[config.mk]
export PLATFORM = sky130hd
export DESIGN_NAME = sss_slave
export DESIGN_NICKNAME = d
export VERILOG_FILES = /design/src/sss_pkg.sv /design/src/sss_slave.sv /design/src/sss_sync2.sv
export VERILOG_INCLUDE_DIRS = /design/src /design/src/src
export SDC_FILE = /design/constraint.sdc
export NUM_CORES = 1
export LEC_CHECK = 0
export BUFFER_PORTS_ARGS = -buffer_cell sky130_fd_sc_hd__buf_2
export CAP_MARGIN = 5
export CORE_MARGIN = 2
export CORE_UTILIZATION = 60
export CTS_BUF_LIST = sky130_fd_sc_hd__clkbuf_16
export DETAILED_ROUTE_END_ITERATION = 7
export PLACE_DENSITY = 0.83
export SKIP_LAST_GASP = 1
export SYNTH_ARGS = -nofsm -noshare
export SYNTH_HDL_FRONTEND = slang
export SYNTH_SLANG_ARGS = --single-unit
[constraint.sdc]
create_clock -name clk -period 3.5 [get_ports clk]
set_clock_uncertainty 0.1 [all_clocks]
set_input_delay 0 -clock clk [delete_from_list [all_inputs] [get_ports clk]]
set_output_delay 0 -clock clk [all_outputs]
set_load 0.01 [all_outputs]
[src/sss_defines.svh]
// timing counts, field positions and reset values of the sensor serial port
`ifndef SSS_DEFINES_SVH
`define SSS_DEFINES_SVH

`define SSS_CLK_MHZ 100
`define SSS_FRAME_BITS 16
`define SSS_WRITE_BIT 15
`define SSS_ADDR_HI 14
`define SSS_ADDR_LO 8
`define SSS_MODE_LIMIT 8'h09
`define SSS_PERIOD_ADDR 7'h36
`define SSS_SYNC_CTRL_ADDR 7'h32
`define SSS_SYNC_EN_BIT 2
`define SSS_PERIOD_RST 8'h01
`define SSS_DRDY_DELAY_US 600
`define SSS_DRDY_DELAY_CYC (`SSS_DRDY_DELAY_US * `SSS_CLK_MHZ)
`define SSS_DRDY_PULSE_US 1
`define SSS_DRDY_PULSE_CYC (`SSS_DRDY_PULSE_US * `SSS_CLK_MHZ)

`endif

[src/sss_pkg.sv]
// types of the sensor serial port
package sss_pkg;
  typedef enum logic [1:0] {
    SSS_SYNC_IDLE = 2'b00,
    SSS_SYNC_WAIT = 2'b01,
    SSS_SYNC_PULSE = 2'b10
  } sss_sync_e;
  typedef logic [7:0] sss_byte_t;
endpackage : sss_pkg

[src/sss_slave.sv]
// serial slave port with byte store, mode select and external sync pacing
// Notes on behaviour
// - output bits change on serial clock falling edges.
// - input bits are sampled on serial clock rising edges.
// - data ready pulses 600 us after a sync pulse when sync enabled; sync pulses during the wait or the ready pulse are ignored.
// - fourth io pin is a general output driving low or sync clock input by configuration.
// - normal mode when sample period setting <= 0x09, else low power.
// - read frame carries address; next frame returns addressed 16-bit word.
// - frame with top bit set writes low byte to its address at frame end.
// - mode 3 framing, msb first, 16-bit words.
`timescale 1ns/1ps
`include "sss_defines.svh"
module sss_slave #(
  parameter int DRDY_DELAY_CYC = `SSS_DRDY_DELAY_CYC
) (
  input wire logic clk,
  input wire logic rst_b,
  input wire logic cs_b,
  input wire logic sclk,
  input wire logic din,
  output logic dout,
  input wire logic sync_clock_io_pin_i,
  output logic sync_clock_io_pin_o,
  output logic sync_clock_io_pin_oe,
  output logic data_ready,
  output logic low_power_mode
);

  // ----------------------------------------------------------------
  // pin synchronisers
  // ----------------------------------------------------------------
  logic cs_b_s;
  logic sclk_s;
  logic din_s;
  logic sync_s;
  // order: sync pin, din, sclk, cs_b; select and clock idle high
  localparam logic [3:0] PIN_RST = 4'h3;
  logic [3:0] pin_raw;
  logic [3:0] pin_s;
  assign pin_raw = {sync_clock_io_pin_i, din, sclk, cs_b};
  for (genvar gi = 0; gi < 4; gi++) begin : g_pin_sync
    sss_sync2 #(.RST_VAL(PIN_RST[gi])) u_sync2 (
      .clk(clk),
      .rst_b(rst_b),
      .d(pin_raw[gi]),
      .q(pin_s[gi])
    );
  end
  assign cs_b_s = pin_s[0];
  assign sclk_s = pin_s[1];
  assign din_s = pin_s[2];
  assign sync_s = pin_s[3];

  logic sclk_d_ff;
  logic sync_d_ff;
  logic rise;
  logic fall;
  always_ff @(posedge clk or negedge rst_b) begin
    if (!rst_b) begin
      sclk_d_ff <= 1'b1;
      sync_d_ff <= 1'b0;
    end else begin
      sclk_d_ff <= sclk_s;
      sync_d_ff <= sync_s;
    end
  end
  assign rise = !cs_b_s && sclk_s && !sclk_d_ff;
  assign fall = !cs_b_s && !sclk_s && sclk_d_ff;

  // ----------------------------------------------------------------
  // shift registers
  // ----------------------------------------------------------------
  logic [15:0] rx_ff;
  logic [4:0] cnt_ff;
  logic [15:0] tx_ff;
  logic frame_done;
  logic [15:0] nxt_rx;
  assign nxt_rx = {rx_ff[14:0], din_s};
  assign frame_done = rise && (cnt_ff == 5'(`SSS_FRAME_BITS - 1));

  // idle clock high: first edge is falling, so bit count runs on rises
  always_ff @(posedge clk or negedge rst_b) begin
    if (!rst_b) begin
      rx_ff <= 16'h0000;
      cnt_ff <= 5'h00;
    end else if (cs_b_s) begin
      cnt_ff <= 5'h00;
    end else if (rise) begin
      rx_ff <= nxt_rx;
      cnt_ff <= frame_done ? 5'h00 : cnt_ff + 5'h01;
    end
  end

  // ----------------------------------------------------------------
  // byte store and configuration
  // ----------------------------------------------------------------
  logic [7:0] mem_ff [0:127];
  logic [7:0] period_ff;
  logic sync_en_ff;
  logic [6:0] waddr;
  assign waddr = nxt_rx[`SSS_ADDR_HI:`SSS_ADDR_LO];

  always_ff @(posedge clk) begin
    if (frame_done && nxt_rx[`SSS_WRITE_BIT]) begin
      mem_ff[waddr] <= nxt_rx[7:0];
    end
  end

  always_ff @(posedge clk or negedge rst_b) begin
    if (!rst_b) begin
      period_ff <= `SSS_PERIOD_RST;
      sync_en_ff <= 1'b0;
    end else if (frame_done && nxt_rx[`SSS_WRITE_BIT]) begin
      if (waddr == `SSS_PERIOD_ADDR) begin
        period_ff <= nxt_rx[7:0];
      end
      if (waddr == `SSS_SYNC_CTRL_ADDR) begin
        sync_en_ff <= nxt_rx[`SSS_SYNC_EN_BIT];
      end
    end
  end

  always_ff @(posedge clk or negedge rst_b) begin
    if (!rst_b) begin
      low_power_mode <= 1'b0;
    end else begin
      low_power_mode <= period_ff > `SSS_MODE_LIMIT;
    end
  end

  // ----------------------------------------------------------------
  // read return
  // ----------------------------------------------------------------
  // word = upper byte at odd address, lower at even; after a write frame
  // the next output is undefined, so the same lookup is simply reused
  logic [6:0] raddr;
  assign raddr = {nxt_rx[`SSS_ADDR_HI:`SSS_ADDR_LO+1], 1'b0};
  always_ff @(posedge clk or negedge rst_b) begin
    if (!rst_b) begin
      tx_ff <= 16'h0000;
      dout <= 1'b0;
    end else begin
      if (frame_done) begin
        tx_ff <= {mem_ff[raddr | 7'h01], mem_ff[raddr]};
      end else if (fall) begin
        dout <= tx_ff[15];
        tx_ff <= {tx_ff[14:0], 1'b0};
      end
    end
  end

  // ----------------------------------------------------------------
  // sync pacing and data ready
  // ----------------------------------------------------------------
  sss_pkg::sss_sync_e st_ff;
  logic [31:0] tmr_ff;
  logic sync_rise;
  assign sync_rise = sync_en_ff && sync_s && !sync_d_ff;

  always_ff @(posedge clk or negedge rst_b) begin
    if (!rst_b) begin
      st_ff <= sss_pkg::SSS_SYNC_IDLE;
      tmr_ff <= 32'h0000_0000;
      data_ready <= 1'b0;
    end else begin
      case (st_ff)
        sss_pkg::SSS_SYNC_IDLE: begin
          data_ready <= 1'b0;
          if (sync_rise) begin
            st_ff <= sss_pkg::SSS_SYNC_WAIT;
            tmr_ff <= 32'(DRDY_DELAY_CYC - 1);
          end
        end
        sss_pkg::SSS_SYNC_WAIT: begin
          if (tmr_ff == 32'h0000_0000) begin
            st_ff <= sss_pkg::SSS_SYNC_PULSE;
            data_ready <= 1'b1;
            tmr_ff <= 32'(`SSS_DRDY_PULSE_CYC - 1);
          end else begin
            tmr_ff <= tmr_ff - 32'h0000_0001;
          end
        end
        sss_pkg::SSS_SYNC_PULSE: begin
          if (tmr_ff == 32'h0000_0000) begin
            st_ff <= sss_pkg::SSS_SYNC_IDLE;
            data_ready <= 1'b0;
          end else begin
            tmr_ff <= tmr_ff - 32'h0000_0001;
          end
        end
        default: begin
          st_ff <= sss_pkg::SSS_SYNC_IDLE;
          data_ready <= 1'b0;
        end
      endcase
    end
  end

  // pin as general output drives low when sync is off; input when on
  always_ff @(posedge clk or negedge rst_b) begin
    if (!rst_b) begin
      sync_clock_io_pin_o <= 1'b0;
      sync_clock_io_pin_oe <= 1'b0;
    end else begin
      sync_clock_io_pin_o <= 1'b0;
      sync_clock_io_pin_oe <= !sync_en_ff;
    end
  end
endmodule : sss_slave

[src/sss_sync2.sv]
// two flip-flop synchroniser for one pin
`timescale 1ns/1ps
`include "sss_defines.svh"
module sss_sync2 #(
  parameter logic RST_VAL = 1'b0
) (
  input wire logic clk,
  input wire logic rst_b,
  input wire logic d,
  output logic q
);
  logic meta_ff;
  always_ff @(posedge clk or negedge rst_b) begin
    if (!rst_b) begin
      meta_ff <= RST_VAL;
      q <= RST_VAL;
    end else begin
      meta_ff <= d;
      q <= meta_ff;
    end
  end
endmodule : sss_sync2

After elaboration in Yosys (flattened, before gate mapping)

Memory sizes are Yosys's and may differ from the RTL's.
Cells that the tools add are included.

Add/sub/neg operators: 2
Multiply operators: 0
Div/mod/pow operators: 0
$lt $le $gt $ge: 1
Equal/unequal tests: 9
Shift-type cells: 0
Mux-type cells: 18
Bitwise gates (word level): 2
Reduce and logical (&&, ||, !) cells: 25

Operators by type and width:

| cell                    | number |
|---|---|
| $mux W32                | 3 |
| $pmux W32 S3            | 1 |
| $logic_not A32 Y1       | 1 |
| $mux W16                | 2 |
| $sub A32 B1 Y32 const B | 1 |
| $mux W5                 | 3 |
| $eq A7 B6 Y1 const B    | 2 |
| $reduce_and A2 Y1       | 5 |
| $gt A8 B4 Y1 const B    | 1 |
| $logic_and A1 B1 Y1     | 8 |
| $ne A2 B2 Y1 const B    | 4 |
| $mux W2                 | 3 |
| $pmux W2 S3             | 1 |
| $reduce_and A3 Y1       | 2 |
| $add A5 B1 Y5 const B   | 1 |
| $eq A5 B4 Y1 const B    | 1 |
| $logic_not A1 Y1        | 5 |
| $mux W1                 | 4 |
| $reduce_bool A2 Y1      | 2 |
| $reduce_bool A3 Y1      | 1 |
| $eq A2 B1 Y1 const B    | 1 |
| $eq A2 B2 Y1 const B    | 1 |
| $logic_not A2 Y1        | 1 |
| $not A1 Y1              | 2 |
| $pmux W1 S2             | 1 |

Register bits after elaboration: 93
Bits in latches: 0
Memory bits (writable): 1024
ROM bits: 0
Logic and storage cells: 79
Memories kept: 1

Memories:

| memory | words | width | rd ports | clocked after memory_dff | write ports | line            | source |
|---|---|---|---|---|---|---|---|
| mem_ff | 128   | 8     | 2        | 0                        | 1           | sss_slave.sv:97 | `logic [7:0] mem_ff [0:127];` |

Logic depth before layout (Yosys ltp)

Gate-level depths: netlist of run 1.

Depth after elaboration: 7
Mapped depth: 9
Mapped depth without buffers: 7

By module

From an unflattened synthesis of run 1, not the netlist that was laid out.

Cell total of the unflattened synthesis: 2240
Area total of the unflattened synthesis: 43788.2 um^2

Modules (own cells, without submodules):

| module                                 | instances | cells each | area an instance (um^2) | seq. area each (um^2) |
|---|---|---|---|---|
| sss_slave                              | 1         | 2232       | 43583.0                 | 32852.8 |
| sss_sync2 at g_pin_sync[0].u_sync2 ... | 2         | 2          | 52.6                    | 52.6 |
| sss_sync2 at g_pin_sync[2].u_sync2 ... | 2         | 2          | 50.0                    | 50.0 |

Worst setup path before layout of run 1

Ideal clock, no wire load.

Path kind: reg-to-reg
From: reg g_pin_sync[1].u_sync2.q
To: mem mem_ff[111][0], enable pin
Setup time: 0.370 ns
Data arrival time: 2.296 ns
Data required time: 3.030 ns
Setup slack: 0.734 ns
Cell stages (with the launch flop): 8
Path buffers: 2
Cell sequence: dfstp_2 nand3b_1 nor4_1 clkbuf_1 and3_1 nand3_1 clkbuf_1 nor2_1

Cells in the longest elaborated chain, start to end: 6

RTL lines:

| element                           | line             | source |
|---|---|---|
| from (decl)                       | sss_sync2.sv:10  | `output logic q` |
| from (signal assigned)            | sss_sync2.sv:19  | `q <= meta_ff;` |
| $logic_and A1 B1 Y1 (2 in series) | sss_slave.sv:67  | `assign rise = !cs_b_s && sclk_s && !sclk_d_ff;` |
| $logic_and A1 B1 Y1               | sss_slave.sv:79  | `` assign frame_done = rise && (cnt_ff == 5'(`SSS_FRAME_BITS - 1)); `` |
| $logic_and A1 B1 Y1               | sss_slave.sv:104 | `` if (frame_done && nxt_rx[`SSS_WRITE_BIT]) begin `` |
| $mux W1                           | sss_slave.sv:104 |  |
| $mux W1 (not written as such)     | sss_slave.sv:105 | `mem_ff[waddr] <= nxt_rx[7:0];` |
| to (decl)                         | sss_slave.sv:97  |  |

No other way between the ends.

Worst setup path in the final report of run 1

From: reg cnt_ff[0]
To: mem mem_ff[43][6], enable pin

Cells in the longest elaborated chain, start to end: 5

RTL lines:

| element                       | line             | source |
|---|---|---|
| from (decl)                   | sss_slave.sv:74  | `logic [4:0] cnt_ff;` |
| from (signal assigned)        | sss_slave.sv:90  | `cnt_ff <= frame_done ? 5'h00 : cnt_ff + 5'h01;` |
| $eq A5 B4 Y1                  | sss_slave.sv:79  |  |
| $logic_and A1 B1 Y1           | sss_slave.sv:79  |  |
| $logic_and A1 B1 Y1           | sss_slave.sv:104 |  |
| $mux W1                       | sss_slave.sv:104 |  |
| $mux W1 (not written as such) | sss_slave.sv:105 |  |

No other way between the ends.

==> results of run 1 <==
state kept, by name, summed over array words and instances (netlist names):
register,cells
cnt_ff,5
data_ready,1
dout,1
g_pin_sync.u_sync2.meta_ff,4
g_pin_sync.u_sync2.q,4
low_power_mode,1
mem_ff,1024
period_ff,7
rx_ff,15
sclk_d_ff,1
st_ff,2
sync_clock_io_pin_oe,1
sync_d_ff,1
sync_en_ff,1
tmr_ff,32
tx_ff,16
synth_stat cells (6+ instances only):
cell type  instances  area [sq um]
nand4_1           22           138
nor4_1            11          68.8
o21ai_0           27           135
o31ai_1           11          82.6
or3_1             13          81.3
mux2i_1           70           701
a21oi_1           37           185
buf_1             22          82.6
edfxtp_1        1024         30700
nor2b_1           11          68.8
inv_1              7          26.3
mux4_2           236          5320
nand3b_1           6          45.0
clkbuf_1          63           236
or4_1             16           120
a22oi_1           97           728
nand3_1           29           145
buf_2             41           205
o211ai_1          12          90.1
nor4bb_1           7          70.1
a22o_1            15           131
and2_1             6          37.5
nor2_1           155           582
dfrtp_1           87          2180
nor3_1            12          60.1
nand2_1           67           251
mux2_2            25           282
nor3b_1            8          60.1
worst max path at each step:
stage,slack [ns],depth (start not counted),endpoint
4_1_cts,0.33,9,mem_ff[43][3]
2_1_floorplan,0.73,7,mem_ff[111][0]
5_1_grt,0.08,9,mem_ff[43][2]
3_3_place_gp,0.40,6,tx_ff[6]
6_report,0.19,9,mem_ff[43][6]
3_5_place_dp,0.40,6,tx_ff[6]
power groups by stage:
stage / Clock, mW / Sequential [mW] / Combinational [mW]
after floorplan: 0 / 16.9 / 1.93
after global placement: 0 / 16.8 / 3.79
after detailed placement: 0 / 16.8 / 3.91
after CTS: 11.4 / 16.5 / 3.98
after global routing: 11.9 / 16.6 / 4.18
final: 11.4 / 16.6 / 4.06
kinds of logic after synthesis:
kind of cell / share of synthesized area
adder cells (fa/ha/maj): 0.00143
AO/OA/AOI/OAI: 0.0393
flip-flops: 0.754
AND/OR/NAND/NOR: 0.0477
other: 0.0000855
multiplexers: 0.144
buffers and inverters: 0.0133
XOR/XNOR: 0.000400
per-stage QoR:
stage,setup slack [ns],area [sq um]
floorplan,0.734,43800
global route,0.0820,50300
detailed placement,0.401,46700
global placement,0.400,46700
CTS,0.326,50300
finish,0.190,50300
timing repair:
action	4_1_cts	5_1_grt
hold buffers	11	0
gates resized for setup	0	0
endpoints found under the hold margin	96	0
endpoints found under the setup margin	0	0
buffers inserted	0	0
worst max-delay path, stage by stage (launching register included):
cell      delay, ns
dfrtp_1        0.41
ha_1           0.18
nand3b_1       0.17
nor4_2         0.51
buf_4          0.25
and3_1         0.33
nand2_1        0.31
buf_4          0.32
nor2_1         0.19
buf_4          0.22
area by class of cell:
cell class / instances / area, sq um / area share
diodes: 2 / 5.00 / 0.0000995
multi-input cells: 980 / 10300 / 0.204
well taps: 959 / 1200 / 0.0239
flip-flops and latches: 1116 / 33100 / 0.658
clock buffers: 108 / 2700 / 0.0537
inverters: 8 / 30.0 / 0.000597
clock inverters: 84 / 711 / 0.0141
repair buffers: 273 / 2280 / 0.0453
per-layer routing:
metal  global-route usage  share of wire
met1                0.411           0.34
met2                0.500           0.48
met3               0.0843           0.13
met4                0.158          0.057
met5                    0       0.000094
==> run metrics, run 1 <==
status complete, no violations; vias in the first global route 25190; Max Root-Sink Buffers 3; crit end category register; RePlAce Congestion 0.996; worst setup path startpoint cnt_ff[0]; fin cells 3530; Cells after Synth 2234; Synth Cell Area 43800 sq um; drt pass-1 iters 6; CTS sink cnt 1116; DRT iter0 DRCs 3852; actual slew at the worst max-slew pin 1.28 ns; core box area 72600 sq um; post-synthesis sequential area ratio 0.754; switching share of power 0.254; Async S/R FF share, synth 0.0824; hold path startpoint g_pin_sync[3].u_sync2.meta_ff; fin crit period 3.31 ns; synth unique cells 70; PwrDens 636 nW/um^2; main flop type after synthesis edfxtp_1; FF+latch count, synth 1116; Hold Violations, Final 0; Placed Cells 3325; most frequent cells in the layout 1024 x edfxtp_1, 237 x buf_4, 236 x mux4_2; Die Wd 274 microns; row cnt 99; vias 24877; fin crit share 0.946; number of fill cells in the layout 4106; worst-case reg-to-reg path depth 9; crit-path max FO 10; RSZ-0062 raised after global routing no; Pleak 16.3 nW; Synth Net Count 2245; Crit path arrival time 3.60 ns; most common cell after layout, fill and taps aside edfxtp_1; Tot GR Track Use 0.316; Fin Setup TNS 0 ns; final setup vio count 0; nets 2493; Max Slew Vio Count 0; Initial Util 0.604; Die ar. 75200 sq um; Routed Antenna Nets 0; number of synthesis warnings 0; sequential group share of total power 0.518; worst hold slack 0.245 ns; TritonCTS clock tree done; clock input transition at the sequential cells of the worst setup and hold paths 0.07 ns; Clock power frac 0.356; Die Ht 274 microns; Max Clk Rate 302 MHz; Worst Hold End g_pin_sync[3].u_sync2.q; Routed Wire Length 117 mm; largest net degree at the start of global routing 132; Min-Delay Path Class register to register; HPWL after detailed placement 68.6 mm; required time of the critical path 3.79 ns; Internal 23.9 mW; CP Launch Type register; mean post-synth cell area 19.6 sq um; Combinational Power Share 0.127; Root Buffer clkbuf_16; antenna violations before repair 4; # DRC 0; IO Port Bufs 9; VDD IR max 699 uV; total power 32.0 mW; maxcap violations 0; total grt overflow 0; DR WL/cell 33.0 microns; clock latency on the worst-skew pair 0.70 ns; flop-to-flop setup slack 0.19 ns; Worst slew margin 0.141; area grow syn2layout 14.7%; EDFF count, synth 1024; # IOs 11; Critical Setup Path Class register to register; R2R Path Start cnt_ff[0]; H-tree depth 3; Psw 8.14 mW; worst r2r dst mem_ff[43][6]; first-pass GRT wire length 171 mm; fin util 0.693; vias per cell 7.05; worst hold stages 0; layout cells sized above 1 0.282; CTS buffer count 103
Note: power is estimated with default switching activity, not from simulation.
==> run 2: changes to the inputs <==
--- a/config.mk
+++ b/config.mk
@@ -6,13 +6,13 @@
 export SDC_FILE = /design/constraint.sdc
 export NUM_CORES = 1
 export LEC_CHECK = 0
-export BUFFER_PORTS_ARGS = -buffer_cell sky130_fd_sc_hd__buf_2
+export BUFFER_PORTS_ARGS = -buffer_cell sky130_fd_sc_hd__buf_4
 export CAP_MARGIN = 5
 export CORE_MARGIN = 2
 export CORE_UTILIZATION = 60
 export CTS_BUF_LIST = sky130_fd_sc_hd__clkbuf_16
 export DETAILED_ROUTE_END_ITERATION = 7
-export PLACE_DENSITY = 0.83
+export PLACE_DENSITY_LB_ADDON = 0.25
 export SKIP_LAST_GASP = 1
 export SYNTH_ARGS = -nofsm -noshare
 export SYNTH_HDL_FRONTEND = slang
==> run metrics, run 2 (synthesis gave the netlist of run 1 again) <==
status complete, no violations; worst r2r dst mem_ff[54][3]; Worst slew margin 0.238; HPWL after detailed placement 67.8 mm; # DRC 0; Critical Setup Path Class register to register; number of fill cells in the layout 4480; Internal 23.5 mW; Gates resized, CTS repair 0; Psw 8.01 mW; Die Wd 274 microns; Max Clk Rate 324 MHz; layout cells sized above 1 0.277; max reg flops 1024; Routed Wire Length 109 mm; maxcap violations 0; RePlAce Congestion 0.904; drt pass-1 iters 6; R2R Path Start cnt_ff[0]; core box area 72600 sq um; total power 31.5 mW; Die Ht 274 microns; crit-path max FO 11; Combinational Power Share 0.117; H-tree depth 3; post-place setup slack 0.450 ns; CP Launch Type register; total grt overflow 0; sequential group share of total power 0.531; CTS buffer count 109; TritonCTS clock tree done; clock latency on the worst-skew pair 0.71 ns; Critical Path End mem_ff[54][3]; Worst Setup Slack, final 0.414 ns; Max Slew Vio Count 0; Hold Violations, Final 0; Tot GR Track Use 0.297; worst setup path startpoint cnt_ff[0]; RSZ-0062 raised after global routing no; Max Root-Sink Buffers 3; Pleak 16.3 nW; Top Registers mem_ff x1024, tmr_ff x32, tx_ff x16; PwrDens 627 nW/um^2; Fin Setup TNS 0 ns; vias 23758; Most flops, register mem_ff; Routed Antenna Nets 0; worst hold slack 0.257 ns; fin crit share 0.882; largest net degree at the start of global routing 86; worst-case reg-to-reg path depth 8; switching share of power 0.254; required time of the critical path 3.79 ns; DR WL/cell 30.8 microns; flop-to-flop setup slack 0.41 ns; vias in the first global route 23583; # IOs 11; vias per cell 6.73; most frequent cells in the layout 1024 x edfxtp_1, 240 x buf_4, 236 x mux4_2; Setup Fix Bufs, Post-CTS 0; nets 2491; crit end category register; IO Port Bufs 9; antenna violations before repair 0; DRT iter0 DRCs 3681; Initial Util 0.604; Die ar. 75200 sq um; first-pass GRT wire length 160 mm; fin crit period 3.09 ns; most common cell after layout, fill and taps aside edfxtp_1; actual slew at the worst max-slew pin 1.14 ns; final setup vio count 0; CTS sink cnt 1116; VDD IR max 490 uV; Root Buffer clkbuf_16; clock input transition at the sequential cells of the worst setup and hold paths 0.06 ns; antenna cells 0; row cnt 99; Crit path arrival time 3.38 ns; area grow syn2layout 14.5%; Clock power frac 0.352; Min-Delay Path Class register to register
-- run 2: cell types whose count changed in the layout (fill, tap and decap cells not counted), sizes merged --
cell    delta
diode      -2
clkbuf     +2
buf        -8
inv       +16
bufinv     -6
-- run 2: power by group through the flow --
stage | Sequential, mW | Combinational, mW | Clock (mW)
after global routing | 16.7 | 3.85 | 11.7
after detailed placement | 17.0 | 3.65 | 0
after CTS | 16.7 | 3.67 | 11.2
after floorplan | 16.9 | 1.93 | 0
after global placement | 16.9 | 3.57 | 0
final | 16.7 | 3.68 | 11.1
-- run 2: metrics by stage --
step / instances / util / cell area (sq um)
2_1_floorplan: 2234 / - / 43800
3_3_place_gp: 3317 / 0.643 / 46700
3_5_place_dp: 3317 / 0.643 / 46700
4_1_cts: 3532 / 0.691 / 50200
5_1_grt: 3532 / 0.691 / 50200
6_report: 3532 / 0.691 / 50200
-- run 2: worst min-delay path by stage --
stage	startpoint	slack, ns	endpoint	depth (start not counted)
after floorplan	rst_b	-0.40	cnt_ff[0]	0
after global placement	rst_b	0.01	dout	1
after detailed placement	rst_b	0.01	dout	1
after CTS	g_pin_sync[3].u_sync2.meta_ff	0.26	g_pin_sync[3].u_sync2.q	0
after global routing	g_pin_sync[3].u_sync2.meta_ff	0.27	g_pin_sync[3].u_sync2.q	0
final	g_pin_sync[3].u_sync2.meta_ff	0.26	g_pin_sync[3].u_sync2.q	0
-- run 2: metal layers --
layer	part of all wire	vias up	wire (microns)	GRT usage
met2	0.47	1550	50700	0.449
met3	0.11	231	11500	0.0512
met5	0	-	0	0
met1	0.39	12228	42700	0.442
li1	-	9749	-	-
met4	0.036	0	3910	0.110
-- run 2: final cells by class --
class | instances | area, sq um | share of cell area
inverter | 8 | 30.0 | 0.000598
clock inverter | 94 | 641 | 0.0128
sequential | 1116 | 33100 | 0.660
tap | 959 | 1200 | 0.0239
clock buffer | 110 | 2750 | 0.0548
timing repair buffer | 265 | 2210 | 0.0440
multi-input combinational | 980 | 10300 | 0.204
-- run 2: worst max-delay path, cell delays in order (launching register included) --
cell,delay (ns)
dfrtp_1,0.42
ha_1,0.17
nand3b_1,0.16
nor4_2,0.41
buf_4,0.20
buf_4,0.16
nand4_1,0.27
nor2_2,0.63
buf_4,0.27
-- run 2: timing repair --
item / in CTS / in global routing
hold endpoints to repair: 81 / 0
hold buffers: 11 / 0
endpoints found under the setup margin: 0 / 0
